### src/core/adsq_pkg.sv
// package for the converter selection sequencer: register map, field
// positions, reset values, conversion timing and the state carrier.
// assumes a 100 mhz mclk and a 32-bit apb slave with word-aligned registers.
package adsq_pkg;

  // register byte offsets
  localparam logic [7:0] ADSQ_CTRL_OFS = 8'h00;
  localparam logic [7:0] ADSQ_SEL_OFS = 8'h04;
  localparam logic [7:0] ADSQ_RESULT_OFS = 8'h08;
  localparam logic [7:0] ADSQ_STATUS_OFS = 8'h0c;

  // converter_control_status field positions
  localparam int ADSQ_CTRL_PRESC_LSB = 0;
  localparam int ADSQ_CTRL_IRQ_EN_BIT = 3;
  localparam int ADSQ_CTRL_DONE_BIT = 4;
  localparam int ADSQ_CTRL_FREE_BIT = 5;
  localparam int ADSQ_CTRL_START_BIT = 6;
  localparam int ADSQ_CTRL_ENABLE_BIT = 7;

  // selection_register field positions
  localparam int ADSQ_SEL_CHAN_LSB = 0;
  localparam int ADSQ_SEL_REF_LSB = 6;

  // reference_select encodings
  localparam logic [1:0] ADSQ_REF_EXT_PIN = 2'h0;
  localparam logic [1:0] ADSQ_REF_SUPPLY = 2'h1;
  localparam logic [1:0] ADSQ_REF_RESERVED = 2'h2;
  localparam logic [1:0] ADSQ_REF_INT_2V56 = 2'h3;

  // conversion timing in converter clock cycles, and sample points
  localparam logic [4:0] ADSQ_NORMAL_CYCLES = 5'd13;
  localparam logic [4:0] ADSQ_FIRST_CYCLES = 5'd25;
  localparam logic [4:0] ADSQ_NORMAL_SAMPLE = 5'd1;
  localparam logic [4:0] ADSQ_FIRST_SAMPLE = 5'd13;

  // full-scale code, reset values
  localparam logic [9:0] ADSQ_FULL_SCALE = 10'h3ff;
  localparam logic [7:0] ADSQ_CTRL_RESET = 8'h00;
  localparam logic [7:0] ADSQ_SEL_RESET = 8'h00;

  // sleep mode codes presented by the core
  typedef enum logic [2:0] {
    ADSQ_SLEEP_IDLE, ADSQ_SLEEP_NOISE, ADSQ_SLEEP_PSAVE,
    ADSQ_SLEEP_PDOWN, ADSQ_SLEEP_STANDBY
  } adsq_sleep_type;

  typedef enum logic [1:0] {ADSQ_IDLE, ADSQ_WAIT_EDGE, ADSQ_CONV} adsq_phase_type;

  // apb request as seen by the slave
  typedef struct packed {
    logic psel;
    logic penable;
    logic pwrite;
    logic [7:0] paddr;
    logic [31:0] pwdata;
  } adsq_apb_req_type;

  // whole state of the sequencer
  typedef struct packed {
    adsq_phase_type phase;
    logic [1:0] ref_hold;
    logic [3:0] chan_hold;
    logic [1:0] ref_act;
    logic [3:0] chan_act;
    logic enable;
    logic start;
    logic free_run;
    logic done;
    logic irq_en;
    logic [2:0] presc;
    logic first;
    logic [6:0] div_cnt;
    logic [4:0] cyc;
    logic [9:0] sampled;
    logic [9:0] result;
    logic [10:0] code_s1;
    logic [10:0] code_s2;
    logic [31:0] prdata;
  } adsq_state_type;

endpackage

### src/core/adsq_sequencer.sv
// converter selection sequencer: holding/active selection, prescaled
// converter clock, single and free-running conversions, sleep start.
// assumes an apb master on mclk and an analog front end that delivers an
// 11-bit code of the input relative to the active reference (may exceed).
// assumes sleep entry and interrupt acknowledge are pulses on mclk.

module adsq_sequencer
  import adsq_pkg::*;
(
  input wire logic mclk,
  input wire logic rst_n,
  input wire logic psel,
  input wire logic penable,
  input wire logic pwrite,
  input wire logic [7:0] paddr,
  input wire logic [31:0] pwdata,
  output logic [31:0] prdata,
  output logic pready,
  output logic pslverr,
  input wire logic [10:0] analog_code,
  input wire logic sleep_enter,
  input wire adsq_sleep_type sleep_mode,
  input wire logic irq_ack,
  output logic [3:0] active_channel,
  output logic [1:0] active_reference,
  output logic internal_ref_on,
  output logic converter_busy,
  output logic conv_irq
);
  timeunit 1ns;
  timeprecision 1ps;

  // whole state register and its next value
  adsq_state_type st_ff;
  adsq_state_type nxt_st;
  adsq_apb_req_type req;

  // decoded bus and timing helpers
  logic wr_acc;
  logic setup;
  logic tick;
  logic [4:0] conv_len;
  logic [4:0] sample_at;
  logic [7:0] ctrl_rd;
  logic mapped;
  logic conv_last;

  // division factor minus one for the prescaler select; selects 0 and 1
  // both divide by two
  function automatic logic [6:0] div_last(input logic [2:0] sel);
    logic [6:0] d;
    d = 7'h01;
    case (sel)
      3'h0: d = 7'h01;
      3'h1: d = 7'h01;
      3'h2: d = 7'h03;
      3'h3: d = 7'h07;
      3'h4: d = 7'h0f;
      3'h5: d = 7'h1f;
      3'h6: d = 7'h3f;
      3'h7: d = 7'h7f;
      default: d = 7'h01;
    endcase
    return d;
  endfunction

  // clamp a code above the reference to full scale; bit 10 of the code
  // flags an input above the reference, so the result never wraps low
  function automatic logic [9:0] clamp_code(input logic [10:0] c);
    logic [9:0] r;
    r = c[9:0];
    if (c[10]) begin
      r = ADSQ_FULL_SCALE;
    end
    return r;
  endfunction

  // selection fields in register order, for the holding and the active copy
  function automatic logic [7:0] sel_word(input logic [1:0] r, input logic [3:0] c);
    return {r, 2'h0, c};
  endfunction

  // only the four register words answer without an error
  function automatic logic is_mapped(input logic [7:0] a);
    return (a == ADSQ_CTRL_OFS) || (a == ADSQ_SEL_OFS) ||
           (a == ADSQ_RESULT_OFS) || (a == ADSQ_STATUS_OFS);
  endfunction

  // bus request gathered into one carrier
  assign req = '{psel: psel, penable: penable, pwrite: pwrite, paddr: paddr,
                 pwdata: pwdata};
  assign mapped = is_mapped(req.paddr);
  assign setup = req.psel & ~req.penable;
  assign wr_acc = req.psel & req.penable & req.pwrite & mapped;

  // zero wait states: read data is latched in the setup cycle
  // unmapped offsets answer with pslverr and their writes are dropped
  assign pready = 1'b1;
  assign pslverr = req.psel & req.penable & ~mapped;
  assign prdata = st_ff.prdata;

  // converter clock enable: one pulse per division period while enabled;
  // the divider is held at zero while disabled, so the first pulse after
  // enabling comes one whole division period later
  assign tick = st_ff.enable && (st_ff.div_cnt == div_last(st_ff.presc));
  assign conv_len = st_ff.first ? ADSQ_FIRST_CYCLES : ADSQ_NORMAL_CYCLES;
  assign sample_at = st_ff.first ? ADSQ_FIRST_SAMPLE : ADSQ_NORMAL_SAMPLE;
  // last converter cycle of a run, the one cycle of a run that tracks
  assign conv_last = (st_ff.phase == ADSQ_CONV) && (st_ff.cyc == conv_len);

  // control word in register bit order
  assign ctrl_rd = {st_ff.enable, st_ff.start, st_ff.free_run, st_ff.done,
                    st_ff.irq_en, st_ff.presc};

  // all next-state logic
  always_comb begin
    logic lock;
    logic complete;
    logic done_set;
    logic done_clr;
    logic wr_start;
    logic sleep_go;
    nxt_st = st_ff;
    lock = 1'b0;
    complete = 1'b0;
    done_set = 1'b0;
    done_clr = 1'b0;
    wr_start = 1'b0;
    sleep_go = 1'b0;

    // analog code crosses in through two flops; a code that moves while it
    // is taken can tear across bits, so the front end holds it steady
    // around the sample point
    nxt_st.code_s1 = analog_code;
    nxt_st.code_s2 = st_ff.code_s1;

    // prescaler counts only while enabled, held at zero otherwise
    if (!st_ff.enable || tick) begin
      nxt_st.div_cnt = 7'h00;
    end else begin
      nxt_st.div_cnt = st_ff.div_cnt + 7'h01;
    end

    // software writes
    if (wr_acc && req.paddr == ADSQ_SEL_OFS) begin
      nxt_st.ref_hold = req.pwdata[ADSQ_SEL_REF_LSB +: 2];
      nxt_st.chan_hold = req.pwdata[ADSQ_SEL_CHAN_LSB +: 4];
    end
    if (wr_acc && req.paddr == ADSQ_CTRL_OFS) begin
      nxt_st.enable = req.pwdata[ADSQ_CTRL_ENABLE_BIT];
      nxt_st.free_run = req.pwdata[ADSQ_CTRL_FREE_BIT];
      nxt_st.irq_en = req.pwdata[ADSQ_CTRL_IRQ_EN_BIT];
      nxt_st.presc = req.pwdata[ADSQ_CTRL_PRESC_LSB +: 3];
      wr_start = req.pwdata[ADSQ_CTRL_START_BIT] & req.pwdata[ADSQ_CTRL_ENABLE_BIT];
      done_clr = req.pwdata[ADSQ_CTRL_DONE_BIT];
    end
    if (irq_ack) begin
      done_clr = 1'b1;
    end

    // sleep start only in idle or noise mode; other modes leave all as is
    // the core is halted then, so no bus write races the sleep start
    sleep_go = sleep_enter && st_ff.enable && (st_ff.phase == ADSQ_IDLE) &&
               !st_ff.start && !st_ff.free_run && st_ff.irq_en &&
               (sleep_mode == ADSQ_SLEEP_IDLE || sleep_mode == ADSQ_SLEEP_NOISE);

    case (st_ff.phase)
      ADSQ_IDLE: begin
        // software and sleep starts alike wait for a converter edge
        if (wr_start || sleep_go) begin
          nxt_st.start = 1'b1;
          nxt_st.phase = ADSQ_WAIT_EDGE;
        end
      end
      ADSQ_WAIT_EDGE: begin
        // the start waits for the next converter clock edge
        // a start written just after a pulse waits almost a whole period
        if (tick) begin
          nxt_st.phase = ADSQ_CONV;
          nxt_st.cyc = 5'd1;
          lock = 1'b1;
        end
      end
      ADSQ_CONV: begin
        // frozen until the last converter cycle before completion; that one
        // cycle tracks, so a free-running restart locks the newest selection
        lock = !conv_last;
        if (tick) begin
          if (st_ff.cyc == sample_at) begin
            nxt_st.sampled = clamp_code(st_ff.code_s2);
          end
          if (st_ff.cyc == conv_len) begin
            complete = 1'b1;
            nxt_st.first = 1'b0;
            nxt_st.result = st_ff.sampled;
            done_set = 1'b1;
            if (st_ff.free_run) begin
              // next run starts at once; it locks what was tracked so far
              // a selection written from here on waits for the run after it
              nxt_st.cyc = 5'd1;
              lock = 1'b1;
            end else begin
              nxt_st.start = 1'b0;
              nxt_st.phase = ADSQ_IDLE;
            end
          end else begin
            nxt_st.cyc = st_ff.cyc + 5'd1;
          end
        end
      end
      default: begin
        nxt_st.phase = ADSQ_IDLE;
      end
    endcase

    // tracking of the active copy, every mclk while unlocked or disabled;
    // running at mclk rather than the converter rate costs nothing and
    // keeps the status view current
    if (!lock || !st_ff.enable) begin
      nxt_st.ref_act = st_ff.ref_hold;
      nxt_st.chan_act = st_ff.chan_hold;
    end

    // disabling aborts any conversion and rearms the long first run
    // a run cut short this way leaves result and done untouched
    if (!nxt_st.enable) begin
      nxt_st.phase = ADSQ_IDLE;
      nxt_st.start = 1'b0;
      nxt_st.first = 1'b1;
      nxt_st.cyc = 5'd0;
    end

    // a completion in the clearing cycle is kept: set wins
    // so an acknowledge landing on the completion edge never hides a result
    if (done_set) begin
      nxt_st.done = 1'b1;
    end else if (done_clr) begin
      nxt_st.done = 1'b0;
    end

    // read data captured in the setup cycle, so the access phase answers at
    // once; a read that meets a completion edge returns the older result
    if (setup && !req.pwrite) begin
      case (req.paddr)
        ADSQ_CTRL_OFS: nxt_st.prdata = {24'h000000, ctrl_rd};
        ADSQ_SEL_OFS: nxt_st.prdata = {24'h000000, sel_word(st_ff.ref_hold, st_ff.chan_hold)};
        ADSQ_RESULT_OFS: nxt_st.prdata = {22'h0, st_ff.result};
        ADSQ_STATUS_OFS: nxt_st.prdata = {22'h0, st_ff.first,
                                          st_ff.phase == ADSQ_CONV,
                                          sel_word(st_ff.ref_act, st_ff.chan_act)};
        default: nxt_st.prdata = 32'h00000000;
      endcase
    end
    if (complete && st_ff.phase == ADSQ_IDLE) begin
      nxt_st.phase = ADSQ_IDLE;
    end
  end

  // single register stage for the whole state
  // reset loads constants only; first is set so the next run is the long one
  always_ff @(posedge mclk or negedge rst_n) begin
    if (!rst_n) begin
      st_ff <= '{phase: ADSQ_IDLE, ref_hold: ADSQ_SEL_RESET[7:6],
                 chan_hold: ADSQ_SEL_RESET[3:0], ref_act: ADSQ_SEL_RESET[7:6],
                 chan_act: ADSQ_SEL_RESET[3:0], enable: ADSQ_CTRL_RESET[7],
                 start: ADSQ_CTRL_RESET[6], free_run: ADSQ_CTRL_RESET[5],
                 done: ADSQ_CTRL_RESET[4], irq_en: ADSQ_CTRL_RESET[3],
                 presc: ADSQ_CTRL_RESET[2:0], first: 1'b1, div_cnt: 7'h00,
                 cyc: 5'h00, sampled: 10'h000, result: 10'h000,
                 code_s1: 11'h000, code_s2: 11'h000, prdata: 32'h00000000};
    end else begin
      st_ff <= nxt_st;
    end
  end

  // outputs toward the analog side and the interrupt controller
  // all come straight from state flops or one gate after them
  assign active_channel = st_ff.chan_act;
  assign active_reference = st_ff.ref_act;
  assign internal_ref_on = (st_ff.ref_act == ADSQ_REF_INT_2V56);
  assign converter_busy = st_ff.start;
  assign conv_irq = st_ff.done & st_ff.irq_en;

endmodule

### config.mk
export PLATFORM = sky130hd
export DESIGN_NAME = adsq_sequencer
export DESIGN_NICKNAME = d
export VERILOG_FILES = /design/src/core/adsq_pkg.sv /design/src/core/adsq_sequencer.sv
export SDC_FILE = /design/constraint.sdc
export NUM_CORES = 1
export LEC_CHECK = 0
export BUFFER_PORTS_ARGS = -buffer_cell sky130_fd_sc_hd__buf_2
export CAP_MARGIN = 40
export CORE_MARGIN = 5
export CORE_UTILIZATION = 57
export CTS_CLUSTER_SIZE = 20
export DETAILED_ROUTE_END_ITERATION = 8
export PLACE_DENSITY = 0.86
export SKIP_CTS_REPAIR_TIMING = 1
export SLEW_MARGIN = 20
export SYNTH_ARGS = -nofsm -noshare
export SYNTH_HDL_FRONTEND = slang
export SYNTH_SLANG_ARGS = --single-unit
### constraint.sdc
create_clock -name mclk -period 5.8 [get_ports mclk]
set_input_delay 0.58 -clock mclk [delete_from_list [all_inputs] [get_ports mclk]]
set_output_delay 0.58 -clock mclk [all_outputs]
set_load 0.1 [all_outputs]
==> results.py <==
metrics = {
    "outcome": {
        "status": "finished clean",
    },
    "synthesis": {
        "synthArstFlopShare_pct": 100.0,
        "ys.warnings.count": 0,
        "ys_seq_area_share_pct": 52.55,
        "avgSynthCellArea_um2": 11.98,
        "synth_edf_count": 0,
        "synthCells": 346,
        "synthDistinctLibCells": 58,
        "synth_seq_cells": 87,
        "syn_area_mm2": 0.004145,
        "ys.flop_type": "dfrtp_1",
    },
    "worst_setup_path": {
        "cpMaxStageDelayCell": "dfrtp_1",
        "slowest_delay_ps": 480,
        "required_ps": 6070,
        "critical_path.cell_chain": "maj3_2, and4bb_2, o2111ai_1, nor2_2, o2111ai_2, mux2i_1",
        "critical_path_class": "flop to flop",
        "worstRegToRegCells": 6,
        "cp_num_buf_inv": 0,
        "crit_family": "compound AO/OA/AOI/OAI gates",
        "crit_cells": 6,
        "cp.arrival_ps": 2890,
        "path_max_fanout": 10,
        "startpoint_type": "flop",
        "endpoint_kind": "flop",
    },
    "place": {
        "dp_hpwl_mm": 5.463,
        "io_buffers": 55,
        "placed_area_mm2": 0.004282,
        "gp_congestion": 0.8402,
    },
    "flow_run": {
        "cap_violations": 0,
    },
    "timing": {
        "setup_viol": 0,
        "max_freq_mhz": 380.8,
        "skew_ps": 13.26,
        "tns_ps": 0,
        "period_minus_slack_ps": 2626,
        "final_hold_viol_count": 0,
        "report.final.slew_viol_count": 0,
        "fin_crit_sh_pct": 45.28,
        "tightestPinTransition_ps": 727.1,
        "rsz0062_at_grt": "no",
        "relSlewSlack_pct": 51.52,
    },
    "power_and_ir_drop": {
        "power_switching_uw": 316.0,
        "seq_power_share_pct": 52.8,
        "clkPwrFrac_pct": 37.4,
        "swShare_pct": 26.90,
        "p_leak_uw": 0.002237,
        "combPwrFrac_pct": 9.8,
        "ir_worst_vdd_uv": 148.7,
        "p_per_area_mw_per_mm2": 261.2,
        "internal_power_uw": 858.7,
    },
    "layout": {
        "drive_above_1_share_pct": 31.01,
        "n_antenna_cell": 0,
        "nets": 450,
        "final_cell_area_mm2": 0.004497,
        "area_growth_pct": 8.482,
    },
    "floorplan": {
        "dieArea_mm2": 0.009077,
        "rows": 31,
        "pin_count": 104,
        "start_util_pct": 57.77,
        "die_y_um": 95.28,
        "chipWidth_um": 95.28,
        "core_mm2": 0.007176,
    },
    "detailed_routing": {
        "drt_iter0_markers": 151,
        "wl_mm": 7.339,
        "route.met3.wl_um": 385,
        "vias_per_cell": 5.342,
        "drt-met1-wl_mm": 3.077,
        "drcViolationCount": 0,
        "top_layer": "met4",
        "dr.pass1.iters": 4,
        "detail-route-antenna-nets": 0,
        "vias": 2596,
        "wl_met2_mm": 3.768,
        "wl_per_cell_um": 15.10,
    },
    "cts": {
        "root_buffer": "clkbuf_8",
        "clk_latency_ps": 350,
        "cts.htree.levels": 3,
        "clk_pin_slew_ps": 90,
        "clock_path_buffers": 2,
        "cts_tree": "done",
        "clock_sinks": 87,
        "numCtsBuffers": 9,
    },
    "global_route": {
        "antenna_found_initial": 0,
        "grt_max_degree": 46,
        "overflow": 0,
        "grt_pass1_vias": 2540,
        "groute.usage.overall_pct": 17.49,
        "grt_pass1_wl_mm": 12.16,
    },
    "hold_path": {
        "hold_path_class": "primary input to asynchronous set/reset pin",
    },
}
## final timing paths
| kind | start | endpoint | slack (ps) |
|---|---|---|---|
| min in group mclk | analog_code[10] | nxt_st[42]$_DFF_PN0_ | 320 |
| min reg2reg | nxt_st[39]$_DFF_PN0_ | st_ff[39]$_DFF_PN0_ | 350 |
| max in group asynchronous | rst_n | st_ff[86]$_DFFE_PN1P_ | 4910 |
| max | ctrl_rd[1]$_DFFE_PN0N_ | st_ff[65]$_DFFE_PN0P_ | 3170 |
| max reg2reg | ctrl_rd[1]$_DFFE_PN0N_ | st_ff[65]$_DFFE_PN0P_ | 3170 |
| min | rst_n | nxt_st[32]$_DFF_PN0_ | 200 |
## power by group through the flow
| stage | Sequential (uW) | Clock (uW) | Combinational [uW] |
|---|---|---|---|
| finish | 621 | 439 | 115 |
| global route | 622 | 469 | 122 |
| CTS | 621 | 447 | 116 |
| detailed placement | 633 | 0 | 115 |
| global placement | 632 | 0 | 112 |
| floorplan | 630 | 0 | 101 |
## registers in the layout, summed over array words and instances, names as in the netlist
| register | count |
|---|---|
| active_reference | 2 |
| nxt_st | 11 |
| converter_busy | 1 |
| ctrl_rd | 7 |
| active_channel | 4 |
| prdata | 10 |
| st_ff | 52 |
## per-stage QoR
stage | std cells | hold WS [ps] | power (uW) | utilization, % | setup slack, ps
2_1_floorplan | 367 | 284.4 | 731.0 | - | 3428
3_3_place_gp | 469 | 333.9 | 744.5 | 59.30 | 3081
3_5_place_dp | 470 | 334.7 | 748.1 | 59.67 | 3080
4_1_cts | 486 | 211.2 | 1183 | 62.67 | 3153
5_1_grt | 486 | 234.6 | 1213 | 62.67 | 3002
6_report | 486 | 196.2 | 1175 | 62.67 | 3174
## layout by cell type (no fill, tap or decap), drive strengths merged, types with 7 or more instances in the layout
cell    count
buf        56
clkbuf     11
conb       23
dfrtp      86
ha          7
inv        22
mux2       28
mux2i      16
nand2      16
nand3      11
nor2       26
## layer usage
layer / global-route usage (%) / vias up
met4: 7.813 / 0
met1: 21.81 / 1277
met2: 29.10 / 87
li1: - / 1220
met3: 3.946 / 12
met5: 0 / -
## synth_stat cells (all sizes together) (4+ instances only)
cell type / count / area share, %
a22o: 6 / 1.3
and3: 4 / 0.60
buf: 48 / 8.6
clkbuf: 4 / 0.36
dfrtp: 86 / 52
ha: 7 / 2.1
inv: 21 / 1.9
mux2: 28 / 8.2
mux2i: 16 / 3.9
mux4: 6 / 3.3
nand2: 16 / 1.4
nand3: 11 / 1.3
nor2: 26 / 2.5
nor3: 5 / 0.72
o21ai: 4 / 0.48
xnor2: 6 / 1.3
## logic make-up after synthesis
logic type,after synthesis,share of synthesized area [%]
compound gates,42,7.848
xor+xnor,7,1.479
fa+ha+maj,8,2.384
buf+inv,73,10.84
flops,87,52.55
mux,50,15.36
other cells,2,0.1812
simple gates,77,9.358
## layout make-up
| type | count | area, um2 |
|---|---|---|
| sequential | 87 | 2178 |
| multi-input combinational | 207 | 1603 |
| tap | 99 | 123.9 |
| clock buffer | 11 | 151.4 |
| inverter | 21 | 78.83 |
| timing repair buffer | 56 | 297.8 |
| clock inverter | 5 | 63.81 |
| fill | 565 | 2679 |
Note: power is estimated with default switching activity, not from simulation.
